===== src/angrd_consts.vh =====
`ifndef ANGRD_CONSTS_VH
`define ANGRD_CONSTS_VH
// ***********************************
// register addresses
// ***********************************
`define ANGRD_ADR_ANGLE_STATUS 8'h20
`define ANGRD_ADR_FIELD 8'h2a
`define ANGRD_ADR_ANGLE_HIRES 8'h32
`define ANGRD_ADR_ANGLE_ZCD 8'h2c
`define ANGRD_ADR_WRITE_ADR 8'h3c
// ***********************************
// word layout
// ***********************************
`define ANGRD_BIT_ERR 14
`define ANGRD_BIT_UV 13
`define ANGRD_BIT_PAR 12
`define ANGRD_PAR_ODD 1'b1
// ***********************************
// timing, clock 20 MHz
// ***********************************
`define ANGRD_CLK_KHZ 20000
`define ANGRD_ANG_RATE_KHZ 1000
`define ANGRD_ZCD_US 32
`define ANGRD_FIELD_US 128
`define ANGRD_ANG_CYC (`ANGRD_CLK_KHZ / `ANGRD_ANG_RATE_KHZ)
`define ANGRD_ZCD_CYC (`ANGRD_ZCD_US * `ANGRD_CLK_KHZ / 1000)
`define ANGRD_FIELD_CYC (`ANGRD_FIELD_US * `ANGRD_CLK_KHZ / 1000)
`define ANGRD_NVM_WORDS 4
`define ANGRD_NVM_ZERO 2'h0
`define ANGRD_SPI_BITS 16
`endif


===== src/angrd_nvm.v =====
// ***********************************
// small non-volatile store model, registered read
// ***********************************
module angrd_nvm #(
    parameter AW = 2,
    parameter DW = 16
) (
    // clock
    input wire i_clk,
    // access
    input wire [AW-1:0] i_adr,
    input wire i_we,
    input wire [DW-1:0] i_wdata,
    output reg [DW-1:0] o_rdata
);
    reg [DW-1:0] mem [0:(1<<AW)-1];
    always @(posedge i_clk) begin
        if (i_we) begin
            mem[i_adr] <= i_wdata;
        end
        o_rdata <= mem[i_adr];
    end
endmodule


===== src/angrd_sync.v =====
// ***********************************
// three-stage input synchroniser
// ***********************************
module angrd_sync #(
    parameter W = 1
) (
    input wire i_clk,
    input wire i_rst_n,
    input wire [W-1:0] i_d,
    output reg [W-1:0] o_q,
    output wire o_stable
);
    reg [W-1:0] s1_r;
    reg [W-1:0] s2_r;
    reg [W-1:0] s3_r;
    // change counts only once stages two and three agree
    assign o_stable = (s2_r == s3_r);
    always @(posedge i_clk) begin
        if (!i_rst_n) begin
            s1_r <= {W{1'b0}};
            s2_r <= {W{1'b0}};
            s3_r <= {W{1'b0}};
            o_q <= {W{1'b0}};
        end else begin
            s1_r <= i_d;
            s2_r <= s1_r;
            s3_r <= s2_r;
            if (s2_r == s3_r) begin
                o_q <= s3_r;
            end
        end
    end
endmodule


===== src/angrd_top.v =====
// Operation
// - the main angle register takes a new processed sample once per 1 us.
// - address 0x20 returns zero, error, undervoltage, parity and the 12-bit angle.
// - address 0x32 returns zero over the 15-bit angle.
// - each 12-bit angle read carries error, undervoltage and parity bits.
// - the pulse-width path takes 12 bits, the encoder path 15 bits.
// - the reported angle is offset by a zero position held in non-volatile store.
// - the returned word is captured at the first serial clock edge of the frame.
// - the pulse-width angle is sampled at each carrier start and held a period.
// - the secondary path angle register refreshes every 32 us.
// - the field strength register refreshes every 128 us.
// - at power-up the zero position reloads from non-volatile store.
// - after power-up serial registers are at defaults, write address zero.
// - a separate low-power path supplies turns and a diagnostic angle.
// - the undervoltage flag is set while supply is below range.
`include "angrd_consts.vh"
module angrd_top #(
    parameter ANG_CYC = `ANGRD_ANG_CYC,
    parameter ZCD_CYC = `ANGRD_ZCD_CYC,
    parameter FIELD_CYC = `ANGRD_FIELD_CYC
) (
    // clock and reset
    input wire i_clk,
    input wire i_rst_n,
    // processed front-end results
    input wire [14:0] i_raw_angle,
    input wire [14:0] i_zcd_raw_angle,
    input wire [15:0] i_field_raw,
    input wire i_err,
    input wire i_uv_det,
    // serial port pins, host clocked
    input wire i_sclk,
    input wire i_cs_n,
    input wire i_mosi,
    output reg o_miso,
    output reg o_miso_oe,
    // output path angles
    input wire i_pwm_period_start,
    output reg [11:0] o_pwm_angle,
    output reg [14:0] o_enc_angle,
    // low-power path results
    output reg [14:0] o_zcd_angle,
    output reg o_zcd_turn,
    // zero offset store write
    input wire i_nvm_we,
    input wire [15:0] i_nvm_wdata,
    output reg o_init_done
);
    // ***********************************
    // pin synchronisers
    // ***********************************
    wire [2:0] pin_q;
    angrd_sync #(.W(3)) u_sync (
        .i_clk(i_clk),
        .i_rst_n(i_rst_n),
        .i_d({i_sclk, i_cs_n, i_mosi}),
        .o_q(pin_q),
        .o_stable()
    );
    wire sclk_s = pin_q[2];
    wire cs_n_s = pin_q[1];
    wire mosi_s = pin_q[0];
    reg sclk_d_r;
    reg cs_n_d_r;
    wire sclk_rise = sclk_s & ~sclk_d_r;
    wire sclk_fall = ~sclk_s & sclk_d_r;
    wire frame_start = ~cs_n_s & cs_n_d_r;
    // ***********************************
    // power-up reload
    // ***********************************
    localparam S_INIT = 2'd0;
    localparam S_WAIT = 2'd1;
    localparam S_RUN = 2'd2;
    reg [1:0] state_r;
    reg [14:0] zero_r;
    wire [15:0] nvm_rdata;
    angrd_nvm #(.AW(2), .DW(16)) u_nvm (
        .i_clk(i_clk),
        .i_adr(`ANGRD_NVM_ZERO),
        .i_we(i_nvm_we),
        .i_wdata(i_nvm_wdata),
        .o_rdata(nvm_rdata)
    );
    always @(posedge i_clk) begin
        if (!i_rst_n) begin
            state_r <= S_INIT;
            zero_r <= 15'h0000;
            o_init_done <= 1'b0;
        end else begin
            case (state_r)
                S_INIT: state_r <= S_WAIT;
                S_WAIT: begin
                    zero_r <= nvm_rdata[14:0];
                    o_init_done <= 1'b1;
                    state_r <= S_RUN;
                end
                S_RUN: begin
                    // a write relocates zero at once
                    if (i_nvm_we) begin
                        zero_r <= i_nvm_wdata[14:0];
                    end
                end
                default: state_r <= S_INIT;
            endcase
        end
    end
    // ***********************************
    // refresh timers
    // ***********************************
    reg [15:0] ang_cnt_r;
    reg [15:0] zcd_cnt_r;
    reg [15:0] fld_cnt_r;
    reg [14:0] angle_r;
    reg [15:0] field_r;
    reg err_r;
    reg uv_r;
    wire [14:0] ang_adj = i_raw_angle - zero_r;
    wire [14:0] zcd_adj = i_zcd_raw_angle - zero_r;
    always @(posedge i_clk) begin
        if (!i_rst_n) begin
            ang_cnt_r <= 16'h0000;
            zcd_cnt_r <= 16'h0000;
            fld_cnt_r <= 16'h0000;
            angle_r <= 15'h0000;
            field_r <= 16'h0000;
            o_zcd_angle <= 15'h0000;
            o_zcd_turn <= 1'b0;
            err_r <= 1'b0;
            uv_r <= 1'b0;
        end else begin
            err_r <= i_err;
            uv_r <= i_uv_det;
            if (ang_cnt_r == ANG_CYC - 1) begin
                ang_cnt_r <= 16'h0000;
                angle_r <= ang_adj;
            end else begin
                ang_cnt_r <= ang_cnt_r + 16'h0001;
            end
            if (zcd_cnt_r == ZCD_CYC - 1) begin
                zcd_cnt_r <= 16'h0000;
                o_zcd_angle <= zcd_adj;
                // turn flag on wrap through zero
                o_zcd_turn <= (o_zcd_angle[14:13] == 2'b11) && (zcd_adj[14:13] == 2'b00);
            end else begin
                zcd_cnt_r <= zcd_cnt_r + 16'h0001;
            end
            if (fld_cnt_r == FIELD_CYC - 1) begin
                fld_cnt_r <= 16'h0000;
                field_r <= i_field_raw;
            end else begin
                fld_cnt_r <= fld_cnt_r + 16'h0001;
            end
        end
    end
    // ***********************************
    // output path angles
    // ***********************************
    always @(posedge i_clk) begin
        if (!i_rst_n) begin
            o_pwm_angle <= 12'h000;
            o_enc_angle <= 15'h0000;
        end else begin
            o_enc_angle <= angle_r;
            if (i_pwm_period_start) begin
                o_pwm_angle <= angle_r[14:3];
            end
        end
    end
    // ***********************************
    // serial read port
    // ***********************************
    reg [7:0] cmd_r;
    reg [7:0] adr_r;
    reg [7:0] write_adr_r;
    reg [15:0] shift_r;
    reg [4:0] bit_cnt_r;
    reg first_r;
    reg frame_odd_r;
    wire [11:0] a12 = angle_r[14:3];
    wire par = ~^{1'b0, err_r, uv_r, a12} ^ ~`ANGRD_PAR_ODD;
    reg [15:0] rd_word;
    always @* begin
        case (adr_r)
            `ANGRD_ADR_ANGLE_STATUS: rd_word = {1'b0, err_r, uv_r, par, a12};
            `ANGRD_ADR_ANGLE_HIRES: rd_word = {1'b0, angle_r};
            `ANGRD_ADR_FIELD: rd_word = field_r;
            `ANGRD_ADR_ANGLE_ZCD: rd_word = {1'b0, o_zcd_angle};
            `ANGRD_ADR_WRITE_ADR: rd_word = {8'h00, write_adr_r};
            default: rd_word = 16'h0000;
        endcase
    end
    // every frame carries a command and returns the word for the address set by the last full frame with command bit 7 clear
    always @(posedge i_clk) begin
        if (!i_rst_n) begin
            sclk_d_r <= 1'b0;
            cs_n_d_r <= 1'b1;
            cmd_r <= 8'h00;
            adr_r <= 8'h00;
            write_adr_r <= 8'h00;
            shift_r <= 16'h0000;
            bit_cnt_r <= 5'd0;
            first_r <= 1'b0;
            frame_odd_r <= 1'b0;
            o_miso <= 1'b0;
            o_miso_oe <= 1'b0;
        end else begin
            sclk_d_r <= sclk_s;
            cs_n_d_r <= cs_n_s;
            o_miso_oe <= ~cs_n_s;
            if (frame_start) begin
                bit_cnt_r <= 5'd0;
                first_r <= 1'b1;
            end else if (cs_n_s & ~cs_n_d_r) begin
                // frame end: a full frame sets the next read, or the write address if command bit 7 is set
                if (bit_cnt_r == `ANGRD_SPI_BITS) begin
                    if (cmd_r[7]) begin
                        write_adr_r <= cmd_r;
                    end else begin
                        adr_r <= cmd_r;
                    end
                end
                frame_odd_r <= ~frame_odd_r;
            end else if (~cs_n_s) begin
                if (first_r & (sclk_rise | sclk_fall)) begin
                    first_r <= 1'b0;
                    shift_r <= {rd_word[14:0], 1'b0};
                    o_miso <= rd_word[15];
                end else if (sclk_fall) begin
                    o_miso <= shift_r[15];
                    shift_r <= {shift_r[14:0], 1'b0};
                end
                if (sclk_rise) begin
                    bit_cnt_r <= bit_cnt_r + 5'd1;
                    if (bit_cnt_r < 5'd8) begin
                        cmd_r <= {cmd_r[6:0], mosi_s};
                    end
                end
            end
        end
    end
endmodule


===== config.mk =====
export PLATFORM = sky130hd
export DESIGN_NAME = angrd_top
export DESIGN_NICKNAME = d
export VERILOG_FILES = /design/src/angrd_nvm.v /design/src/angrd_sync.v /design/src/angrd_top.v
export VERILOG_INCLUDE_DIRS = /design/src /design/src/src
export SDC_FILE = /design/constraint.sdc
export NUM_CORES = 1
export LEC_CHECK = 0
export BUFFER_PORTS_ARGS = -buffer_cell sky130_fd_sc_hd__buf_2
export CAP_MARGIN = 20
export CORE_UTILIZATION = 58
export CTS_BUF_LIST = sky130_fd_sc_hd__clkbuf_16
export DETAILED_ROUTE_END_ITERATION = 6
export PLACE_DENSITY_LB_ADDON = 0.2
export SLEW_MARGIN = 20
export SYNTH_ARGS = -nofsm -noshare
export SYNTH_HDL_FRONTEND = slang
export SYNTH_SLANG_ARGS = --single-unit

===== constraint.sdc =====
create_clock -name i_clk -period 2.5 [get_ports i_clk]
set_clock_uncertainty 0.05 [all_clocks]
set_input_delay 0.125 -clock i_clk [delete_from_list [all_inputs] [get_ports i_clk]]
set_output_delay 0.125 -clock i_clk [all_outputs]
set_load 0.05 [all_outputs]

==> load_flow_metrics.sql, run 1 <==
INSERT INTO impl_metrics (metric_group, metric, value, unit) VALUES
('outcome', 'run_status', 'completed', ''),
('synth', 'synthDominantCellAreaShare', '42.1', '%'),
('sta', 'setup_viol', '0', ''),
('placement', 'placement.cell_area', '11200', 'sq um'),
('die', 'dieArea', '18300', 'sq um'),
('synth', 'synth_nets', '1207', ''),
('critical_path', 'worst_r2r_path_depth', '8', ''),
('critical_path', 'cells_along_the_critical_path', 'ha_1, fa_1, nor2b_1, o31a_1, o311a_1, o221ai_1, xnor2_1, o21ai_0', ''),
('critical_path', 'cp-start-kind', 'register', ''),
('synth', 'synth_ff_type', 'sky130_fd_sc_hd__dfxtp_1', ''),
('critical_path', 'worstPathMaxFanout', '4', ''),
('grt', 'gr-usage-all-layers', '26.9', '%'),
('route', 'drt_iter0_drc', '606', ''),
('power', 'pwr_density_cell', '666', 'nW/um^2'),
('sta', 'final_critical_path_setup_slack', '151', 'ps'),
('route', 'ant_nets', '0', ''),
('placement', 'numPortBuffers', '115', ''),
('placement', 'placedCellCount', '1415', ''),
('sta', 'max_slew.worst_pin.slew', '652', 'ps'),
('placement', 'post-place-ws', '143', 'ps'),
('min_path', 'whs_endpoint', 'angle_r[1]', ''),
('cts', 'cts.clk_slew.worst_paths', '60', 'ps'),
('synth', 'ys_async_sr_fraction', '0', '%'),
('route', 'wire_per_inst', '16.4', 'um'),
('grt', 'grt_first_pass_wirelength', '39300', 'um'),
('sta', 'number_of_hold_slack_violations_in_the_final_timing_report', '0', ''),
('cts', 'tritoncts', 'built', ''),
('sta', 'max_freq', '426', 'MHz'),
('critical_path', 'slowest_stage_delay_on_critical_path', '420', 'ps'),
('grt', 'grt_start_max_net_pins', '91', ''),
('synth', 'synth.distinct_cells', '63', ''),
('critical_path', 'critPathArrivalTime', '2690', 'ps'),
('cells_and_area', 'flow.area_growth_from_synthesis', '19.1', '%'),
('cells_and_area', 'drive_gt1_share', '14.1', '%'),
('die', 'initial_core_util', '59.4', '%'),
('synth', 'synthCells', '1097', ''),
('route', 'dr_total_vias', '8370', ''),
('critical_path', 'critical_path.reg2reg.startpoint', 'zero_r[0]', ''),
('grt', 'first_global_vias', '7906', ''),
('cts', 'clock_sink_count', '232', ''),
('synth', 'synth.cell_area', '10300', 'sq um'),
('sta', 'max-slew-margin-rel', '56.4', '%'),
('critical_path', 'timing.reg2reg.setup_slack', '150', 'ps'),
('die', 'die_h', '135', 'um'),
('power', 'power.leakage', '4.91', 'nW'),
('sta', 'post-route-period-util', '93.9', '%'),
('power', 'total_power', '8.18', 'mW'),
('synth', 'synth-seq-cells', '232', ''),
('cells_and_area', 'num_antenna_cells', '0', ''),
('critical_path', 'reg2reg_to', 'o_zcd_angle[14]', ''),
('die', 'rows', '48', ''),
('critical_path', 'critical_path.n_buffers_inverters', '0', ''),
('die', 'design.portCount', '117', ''),
('grt', 'gr-total-overflow', '0', ''),
('cts', 'clkLatencyLatePin', '520', 'ps'),
('synth', 'synth_enable_flop_cells', '15', ''),
('sta', 'final-max-slew-violation-count', '0', ''),
('cells_and_area', 'most_common_cell_after_layout_fill_and_taps_aside', 'sky130_fd_sc_hd__dfxtp_1', ''),
('die', 'chipWidth', '135', 'um'),
('power', 'irDropWorstVdd', '0.620', 'mV'),
('cts', 'cts-buffers-inserted', '25', ''),
('min_path', 'type_of_the_worst_min_delay_path', 'input pin to register', ''),
('cts', 'post-cts-setup-buffer-count', '0', ''),
('min_path', 'min_path_cells', '4', ''),
('placement', 'place.gp.congestion', '0.925', ''),
('cts', 'cts_max_level', '1', ''),
('sta', 'fin_crit', '2350', 'ps'),
('min_path', 'hold_path_startpoint', 'i_raw_angle[1]', ''),
('grt', 'grt_antenna_before_repair', '0', ''),
('cts', 'cts_buffer_depth', '3', ''),
('sta', 'grt_setup_unrepaired', 'false', '');
area by class of cell:
cell class                      instances  area, sq um
Fill cell                            1370         5070
Timing Repair Buffer                  177         1150
Sequential cell                       232         4790
Clock buffer                           25          626
Multi-Input combinational cell        788         5230
Tap cell                              225          282
Inverter                               32          121
Clock inverter                         17         78.8
logic make-up (layout without fill, tap and decap cells):
| logic type | after synthesis | in the layout | share of synthesized area (%) |
|---|---|---|---|
| DFF | 232 | 232 | 46.5 |
| xor gates and xnor gates | 73 | 73 | 6.20 |
| AOI/OAI and AO/OA | 202 | 202 | 13.3 |
| and+or+nand+nor | 398 | 398 | 18.8 |
| muxes | 76 | 76 | 7.37 |
| adders and majority gates | 39 | 39 | 4.88 |
| buffers and inverters | 77 | 251 | 2.98 |
sequential cells by signal (all words and copies together), names as in the netlist, 5 cells and up:
| signal | cells |
|---|---|
| ang_cnt_r | 16 |
| field_r | 16 |
| fld_cnt_r | 16 |
| zcd_cnt_r | 16 |
| angle_r | 15 |
| o_enc_angle | 15 |
| o_zcd_angle | 15 |
| shift_r | 15 |
| u_nvm.mem | 15 |
| u_nvm.o_rdata | 15 |
| zero_r | 15 |
| o_pwm_angle | 12 |
| cmd_r | 8 |
| write_adr_r | 8 |
| adr_r | 7 |
| bit_cnt_r | 5 |
cells in the mapped netlist, types with 6 or more instances:
cell / number
sky130_fd_sc_hd__dfxtp_1: 217
sky130_fd_sc_hd__nor2_1: 167
sky130_fd_sc_hd__mux2i_1: 76
sky130_fd_sc_hd__nand2_1: 60
sky130_fd_sc_hd__a21oi_1: 44
sky130_fd_sc_hd__xor2_1: 39
sky130_fd_sc_hd__ha_1: 37
sky130_fd_sc_hd__nand3_1: 35
sky130_fd_sc_hd__xnor2_1: 34
sky130_fd_sc_hd__o21ai_0: 33
sky130_fd_sc_hd__clkbuf_1: 32
sky130_fd_sc_hd__a211oi_1: 31
sky130_fd_sc_hd__inv_1: 31
sky130_fd_sc_hd__and2_1: 30
sky130_fd_sc_hd__and3_1: 16
sky130_fd_sc_hd__edfxtp_1: 15
sky130_fd_sc_hd__nor3_1: 15
sky130_fd_sc_hd__nand4_1: 13
sky130_fd_sc_hd__o31ai_1: 13
sky130_fd_sc_hd__nor2b_1: 12
sky130_fd_sc_hd__nand2b_1: 10
sky130_fd_sc_hd__o21a_1: 9
sky130_fd_sc_hd__or3_1: 9
sky130_fd_sc_hd__a21o_1: 8
sky130_fd_sc_hd__a22oi_1: 8
sky130_fd_sc_hd__o22ai_1: 7
sky130_fd_sc_hd__a222oi_1: 6
sky130_fd_sc_hd__a22o_1: 6
sky130_fd_sc_hd__buf_2: 6
worst register-to-register path: cells and delay by family, from the launching register on:
family                   cells  cell delay (ps)
AO/OA/AOI/OAI                4              750
XOR/XNOR                     1              280
adder cells (fa/ha/maj)      2              650
flip-flops                   1              340
AND/OR/NAND/NOR              1              160
metal layers:
| layer | GRT usage [%] | vias to the layer above | wire [um] | part of all wire (%) |
|---|---|---|---|---|
| met5 | 0 | - | 0 | 0 |
| met4 | 9.43 | 0 | 695 | 2.8 |
| met3 | 3.97 | 46 | 1300 | 5.3 |
| met2 | 44.0 | 218 | 11400 | 46 |
| met1 | 36.1 | 3897 | 11200 | 46 |
| li1 | - | 4209 | - | - |
worst max-delay path by stage:
stage | start | endpoint | slack (ps)
finish | zero_r[0] | o_zcd_angle[14] | 150
global route | zero_r[0] | o_zcd_angle[14] | 20
CTS | zero_r[0] | o_zcd_angle[12] | 120
detailed placement | zero_r[0] | o_zcd_angle[12] | 140
global placement | zero_r[0] | angle_r[14] | 240
floorplan | zero_r[2] | angle_r[14] | 390
power by group:
part	internal [mW]	switching [mW]	leakage [nW]
Combinational	0.465	0.590	2.63
Clock	1.80	1.43	0.376
Sequential	3.84	0.0537	1.91
repair_timing:
action	CTS	global route
setup endpoints to repair	0	1
hold buffers	39	0
gates resized for setup	0	2
hold endpoints to repair	66	0
Note: power is estimated with default switching activity, not from simulation.
==> run 2, diff against run 1 <==
CAP_MARGIN = 25   (was 20)
RECOVER_POWER = 50   (was unset)
==> run 2 against run 1 <==
Effect of this change: design area down 0.70%; die area unchanged; power about the same; highest routed layer unchanged.
==> load_flow_metrics.sql, run 2 (synthesized netlist as in run 1, its figures left out) <==
INSERT INTO impl_metrics (metric_group, metric, value, unit) VALUES
('sta', 'fin_crit', '2350', 'ps'),
('route', 'wire_per_inst', '16.4', 'um'),
('die', 'chipWidth', '135', 'um'),
('placement', 'numPortBuffers', '115', ''),
('cells_and_area', 'mostFrequentLayoutCells', 'sky130_fd_sc_hd__dfxtp_1, sky130_fd_sc_hd__nor2_1, sky130_fd_sc_hd__mux2i_1', ''),
('placement', 'place.detailed.hpwl', '17400', 'um'),
('cts', 'cts-buffers-inserted', '25', ''),
('grt', 'grt_start_max_net_pins', '91', ''),
('route', 'postRouteWirelength', '24500', 'um'),
('min_path', 'type_of_the_worst_min_delay_path', 'input pin to register', ''),
('cts', 'clkLatencyLatePin', '520', 'ps'),
('cells_and_area', 'layout.cell_area.non_filler', '12200', 'sq um'),
('critical_path', 'end_kind', 'register', ''),
('cells_and_area', 'area.sequential', '4790', 'sq um'),
('sta', 'setup-tns-final', '0', 'ps'),
('sta', 'max_slew.worst_pin.slew', '1100', 'ps'),
('cts', 'cts.clk_slew.worst_paths', '60', 'ps'),
('placement', 'place.gp.congestion', '0.925', ''),
('critical_path', 'critPathArrivalTime', '2750', 'ps'),
('route', 'dr_total_vias', '8387', ''),
('cells_and_area', 'flow.area_growth_from_synthesis', '18.2', '%'),
('cells_and_area', 'most_common_cell_after_layout_fill_and_taps_aside', 'sky130_fd_sc_hd__dfxtp_1', ''),
('critical_path', 'worstPathMaxFanout', '4', ''),
('job', 'drv.max_cap_violation_count', '0', ''),
('route', 'ant_nets', '0', ''),
('critical_path', 'cp-start-kind', 'register', ''),
('cts', 'cts_max_level', '1', ''),
('cts', 'tritoncts', 'built', ''),
('power', 'irDropWorstVdd', '0.620', 'mV'),
('placement', 'placement.cell_area', '11200', 'sq um'),
('outcome', 'run_status', 'completed', ''),
('grt', 'first_global_vias', '7906', ''),
('cts', 'clock-root-buffer', 'sky130_fd_sc_hd__clkbuf_16', ''),
('die', 'dieArea', '18300', 'sq um'),
('sta', 'max-slew-margin-rel', '26.7', '%'),
('cells_and_area', 'multiInputGateArea', '5230', 'sq um'),
('die', 'initial_core_util', '59.4', '%'),
('route', 'drt_iter0_drc', '523', ''),
('cells_and_area', 'final.fill_count', '1410', ''),
('die', 'design.portCount', '117', ''),
('route', 'detail_route.vias_per_cell', '5.61', ''),
('grt', 'gr-total-overflow', '0', ''),
('die', 'core_area', '17400', 'sq um'),
('cells_and_area', 'drive_gt1_share', '8.97', '%'),
('cells_and_area', 'finish.net_count', '1366', ''),
('cts', 'clock_sink_count', '232', ''),
('sta', 'setup_viol', '0', ''),
('route', 'drc', '0', ''),
('sta', 'post-route-period-util', '94.0', '%'),
('cells_and_area', 'num_antenna_cells', '0', ''),
('grt', 'grt_first_pass_wirelength', '39300', 'um'),
('route', 'drt_first_pass_iters', '6', ''),
('sta', 'final-max-slew-violation-count', '0', ''),
('critical_path', 'critical_path_required', '2900', 'ps'),
('cts', 'cts_buffer_depth', '3', ''),
('die', 'rows', '48', ''),
('power', 'pwr_density_cell', '671', 'nW/um^2'),
('power', 'power.leakage', '4.64', 'nW'),
('cells_and_area', 'layout.cells.non_filler', '1496', ''),
('sta', 'number_of_hold_slack_violations_in_the_final_timing_report', '0', ''),
('power', 'total_power', '8.18', 'mW'),
('placement', 'placedCellCount', '1415', ''),
('die', 'die_h', '135', 'um'),
('critical_path', 'worst-setup-path-type', 'register to register', ''),
('sta', 'max_freq', '426', 'MHz'),
('grt', 'gr-usage-all-layers', '26.9', '%'),
('cts', 'post-cts-setup-buffer-count', '0', ''),
('grt', 'grt_antenna_before_repair', '0', ''),
('sta', 'grt_setup_unrepaired', 'false', '');
[run 2: cell count changes in the layout (fill, tap and decap cells not counted)]
cell                       change
sky130_fd_sc_hd__buf_2        -63
sky130_fd_sc_hd__clkbuf_1     +65
sky130_fd_sc_hd__and2_0       +17
sky130_fd_sc_hd__and2_1       -17
sky130_fd_sc_hd__buf_4         -2
[run 2: area by class of cell]
cell class              count  area share (%)
well taps                 225            2.31
clock buffers              25            5.13
clock inverters            17           0.646
multi-input cells         788            42.9
inverters                  32           0.995
flip-flops and latches    232            39.3
repair buffers            177            8.73
[run 2: routing by layer]
metal / track usage (%) / vias up / wire length, um
li1: - / 4204 / -
met1: 36.1 / 3913 / 11100
met2: 44.0 / 221 / 11300
met3: 3.97 / 49 / 1320
met4: 9.43 / 0 / 711
met5: 0 / - / 0
[run 2: path summary, 6_finish.rpt]
kind / from / to / slack [ps] / depth (start not counted)
max: zero_r[0] / o_zcd_angle[12] / 150 / 8
min: i_raw_angle[1] / angle_r[1] / 30 / 4
max reg2reg: zero_r[0] / o_zcd_angle[12] / 150 / 8
min reg2reg: u_nvm.mem[0][1] / u_nvm.o_rdata[1] / 290 / 0
[run 2: power breakdown]
part | leakage (nW) | internal [mW] | total (mW) | switching (mW)
Combinational | 2.36 | 0.460 | 1.05 | 0.592
Clock | 0.376 | 1.80 | 3.23 | 1.43
Sequential | 1.91 | 3.84 | 3.90 | 0.0540
Total | 4.64 | 6.10 | 8.18 | 2.07
[run 2: critical path, cell delays in order (launching register included)]
cell,delay [ps]
sky130_fd_sc_hd__dfxtp_1,340
sky130_fd_sc_hd__ha_1,230
sky130_fd_sc_hd__fa_1,420
sky130_fd_sc_hd__nor2b_1,160
sky130_fd_sc_hd__o31a_1,230
sky130_fd_sc_hd__o311a_1,250
sky130_fd_sc_hd__o211ai_1,140
sky130_fd_sc_hd__a2111oi_2,320
sky130_fd_sc_hd__nand3b_1,150
[run 2: timing repair]
| action | CTS | global route |
|---|---|---|
| endpoints found under the setup margin | 0 | 1 |
| resized for setup | 0 | 2 |
| endpoints found under the hold margin | 66 | 0 |
| hold buffers | 39 | 0 |
[run 2: through the flow]
stage / setup WS [ps] / util, % / hold WS, ps
6_report: 150 / 70.3 / 30.2
5_1_grt: 22.8 / 70.3 / 39.4
4_1_cts: 118 / 70.7 / 19.2
3_5_place_dp: 143 / 64.4 / 277
3_3_place_gp: 245 / 64.4 / 273
2_1_floorplan: 394 / - / 174
==> run 3, diff against run 2 <==
PLACE_DENSITY = 0.87   (was unset)
PLACE_DENSITY_LB_ADDON = unset   (was 0.2)
==> run 3 against run 2 <==
Effect of this change: clock power grew 15%; fmax is 1.3% lower; sequential share of layout area fell by 0.40 points; die area stayed put; hold slack better by 15 ps; first-iteration DRC count is 53% higher; global-route usage rose by 1.6 points; cell count is 0.13% higher; critical path depth did not move; combinational power about the same; critical endpoint unchanged; highest routed layer unchanged.
==> load_flow_metrics.sql, run 3 (synthesized netlist as in run 1, its figures left out) <==
INSERT INTO impl_metrics (metric_group, metric, value, unit) VALUES
('outcome', 'run_status', 'completed', ''),
('cells_and_area', 'finish.net_count', '1364', ''),
('die', 'design.portCount', '117', ''),
('job', 'drv.max_cap_violation_count', '0', ''),
('grt', 'gr-usage-all-layers', '28.5', '%'),
('die', 'initial_core_util', '59.4', '%'),
('power', 'power.combinational.fraction', '12.4', '%'),
('cells_and_area', 'flow.area_growth_from_synthesis', '19.4', '%'),
('sta', 'max_slew.worst_pin.slew', '1070', 'ps'),
('die', 'chipWidth', '135', 'um'),
('placement', 'numPortBuffers', '115', ''),
('placement', 'place.gp.congestion', '0.948', ''),
('sta', 'setup-tns-final', '0', 'ps'),
('critical_path', 'critical_path_required', '2910', 'ps'),
('min_path', 'type_of_the_worst_min_delay_path', 'input pin to register', ''),
('sta', 'grt_setup_unrepaired', 'false', ''),
('power', 'irDropWorstVdd', '0.752', 'mV'),
('placement', 'place.detailed.hpwl', '17500', 'um'),
('sta', 'setup_viol', '0', ''),
('grt', 'grt_first_pass_wirelength', '41500', 'um'),
('route', 'drc', '0', ''),
('cells_and_area', 'layout.cell_area.non_filler', '12300', 'sq um'),
('grt', 'grt_start_max_net_pins', '56', ''),
('power', 'internal_power', '6.51', 'mW'),
('die', 'dieArea', '18300', 'sq um'),
('power', 'power.switching', '2.20', 'mW'),
('cells_and_area', 'num_antenna_cells', '0', ''),
('die', 'die_h', '135', 'um'),
('grt', 'first_global_vias', '8259', ''),
('power', 'pwr_density_cell', '707', 'nW/um^2'),
('route', 'drt_first_pass_iters', '6', ''),
('cts', 'tritoncts', 'built', ''),
('route', 'dr_total_vias', '8784', ''),
('critical_path', 'cp-start-kind', 'register', ''),
('critical_path', 'cells_along_the_critical_path', 'ha_1, fa_1, nor2b_1, o31a_1, o311a_1, o211ai_1, a2111oi_0, nand3b_1', ''),
('critical_path', 'critPathArrivalTime', '2790', 'ps'),
('sta', 'post-route-period-util', '95.2', '%'),
('route', 'postRouteWirelength', '26000', 'um'),
('die', 'rows', '48', ''),
('sta', 'number_of_hold_slack_violations_in_the_final_timing_report', '0', ''),
('route', 'detail_route.vias_per_cell', '5.86', ''),
('cts', 'clock_sink_count', '232', ''),
('cts', 'cts_max_level', '1', ''),
('cts', 'clkLatencyLatePin', '530', 'ps'),
('route', 'drt_iter0_drc', '798', ''),
('critical_path', 'end_kind', 'register', ''),
('cells_and_area', 'most_common_cell_after_layout_fill_and_taps_aside', 'sky130_fd_sc_hd__dfxtp_1', ''),
('critical_path', 'critical_path.n_buffers_inverters', '0', ''),
('sta', 'max-slew-margin-rel', '28.7', '%'),
('cells_and_area', 'final.fill_count', '1294', ''),
('power', 'power.leakage', '4.68', 'nW'),
('sta', 'max_freq', '420', 'MHz'),
('power', 'power.sequential.fraction', '44.8', '%'),
('critical_path', 'slowest_stage_delay_on_critical_path', '400', 'ps'),
('sta', 'fin_crit', '2380', 'ps'),
('route', 'wire_per_inst', '17.4', 'um'),
('grt', 'grt_antenna_before_repair', '0', ''),
('route', 'ant_nets', '0', ''),
('placement', 'placement.cell_area', '11200', 'sq um'),
('critical_path', 'critical_path.top_delay_family', 'compound AO/OA/AOI/OAI gates', ''),
('cts', 'clock-root-buffer', 'sky130_fd_sc_hd__clkbuf_16', ''),
('cts', 'cts-buffers-inserted', '25', ''),
('critical_path', 'worstPathMaxFanout', '4', ''),
('cells_and_area', 'mostFrequentLayoutCells', 'sky130_fd_sc_hd__dfxtp_1, sky130_fd_sc_hd__nor2_1, sky130_fd_sc_hd__mux2i_1', ''),
('cts', 'cts.clk_slew.worst_paths', '60', 'ps'),
('critical_path', 'worst-setup-path-type', 'register to register', ''),
('die', 'core_area', '17400', 'sq um'),
('cells_and_area', 'drive_gt1_share', '9.35', '%'),
('critical_path', 'critPathSlowestCell', 'sky130_fd_sc_hd__fa_1', ''),
('cts', 'cts_buffer_depth', '3', ''),
('power', 'clock_power_share', '42.9', '%'),
('sta', 'final-max-slew-violation-count', '0', ''),
('grt', 'gr-total-overflow', '0', ''),
('power', 'switching_share', '25.3', '%');
[run 3: what timing repair did]
action / 4_1_cts / 5_1_grt
setup buffers: 0 / 0
hold endpoints to repair: 68 / 0
hold buffers: 39 / 0
gates resized for setup: 0 / 3
setup endpoints to repair: 0 / 7
[run 3: worst paths after layout]
check / start / depth (start not counted) / to / slack (ps)
max: zero_r[0] / 8 / o_zcd_angle[12] / 120
min: i_pwm_period_start / 3 / o_pwm_angle[4] / 50
max reg2reg: zero_r[0] / 8 / o_zcd_angle[12] / 120
min reg2reg: u_nvm.mem[0][11] / 0 / u_nvm.o_rdata[11] / 290
[run 3: power by group through the flow]
stage / clock network, mW / registers (mW) / logic [mW]
2_1_floorplan: 0 / 3.97 / 0.723
3_3_place_gp: 0 / 3.97 / 0.982
3_5_place_dp: 0 / 3.98 / 1.00
4_1_cts: 3.76 / 3.90 / 1.06
5_1_grt: 3.92 / 3.91 / 1.19
6_report: 3.73 / 3.90 / 1.08
[run 3: tightest hold or removal path, stage by stage]
cell,delay (ps)
sky130_fd_sc_hd__buf_2,220
sky130_fd_sc_hd__mux2i_1,160
sky130_fd_sc_hd__nor2_1,70
[run 3: final cells by class]
class	count	area, sq um	area share, %
clock inverter	20	179	1.45
multi-input combinational	788	5220	42.4
clock buffer	26	651	5.28
sequential	232	4790	38.9
tap	225	282	2.29
inverter	32	120	0.975
timing repair buffer	175	1070	8.69
[run 3: metal layers]
metal	vias to the layer above	GRT usage [%]	wire length, um
li1	4205	-	-
met4	0	14.4	1320
met1	4073	35.9	11000
met2	393	46.6	11900
met5	-	0	0
met3	113	5.35	1790
[run 3: through the flow]
stage	setup WS, ps	std cells	power, mW	util, %	hold WS (ps)
2_1_floorplan	394	1097	4.70	-	174
3_3_place_gp	190	1413	4.95	64.4	274
3_5_place_dp	135	1413	4.98	64.4	277
4_1_cts	117	1498	8.72	71.4	21.6
5_1_grt	2.68	1498	9.02	71.0	39.5
6_report	119	1498	8.71	71.0	45.5
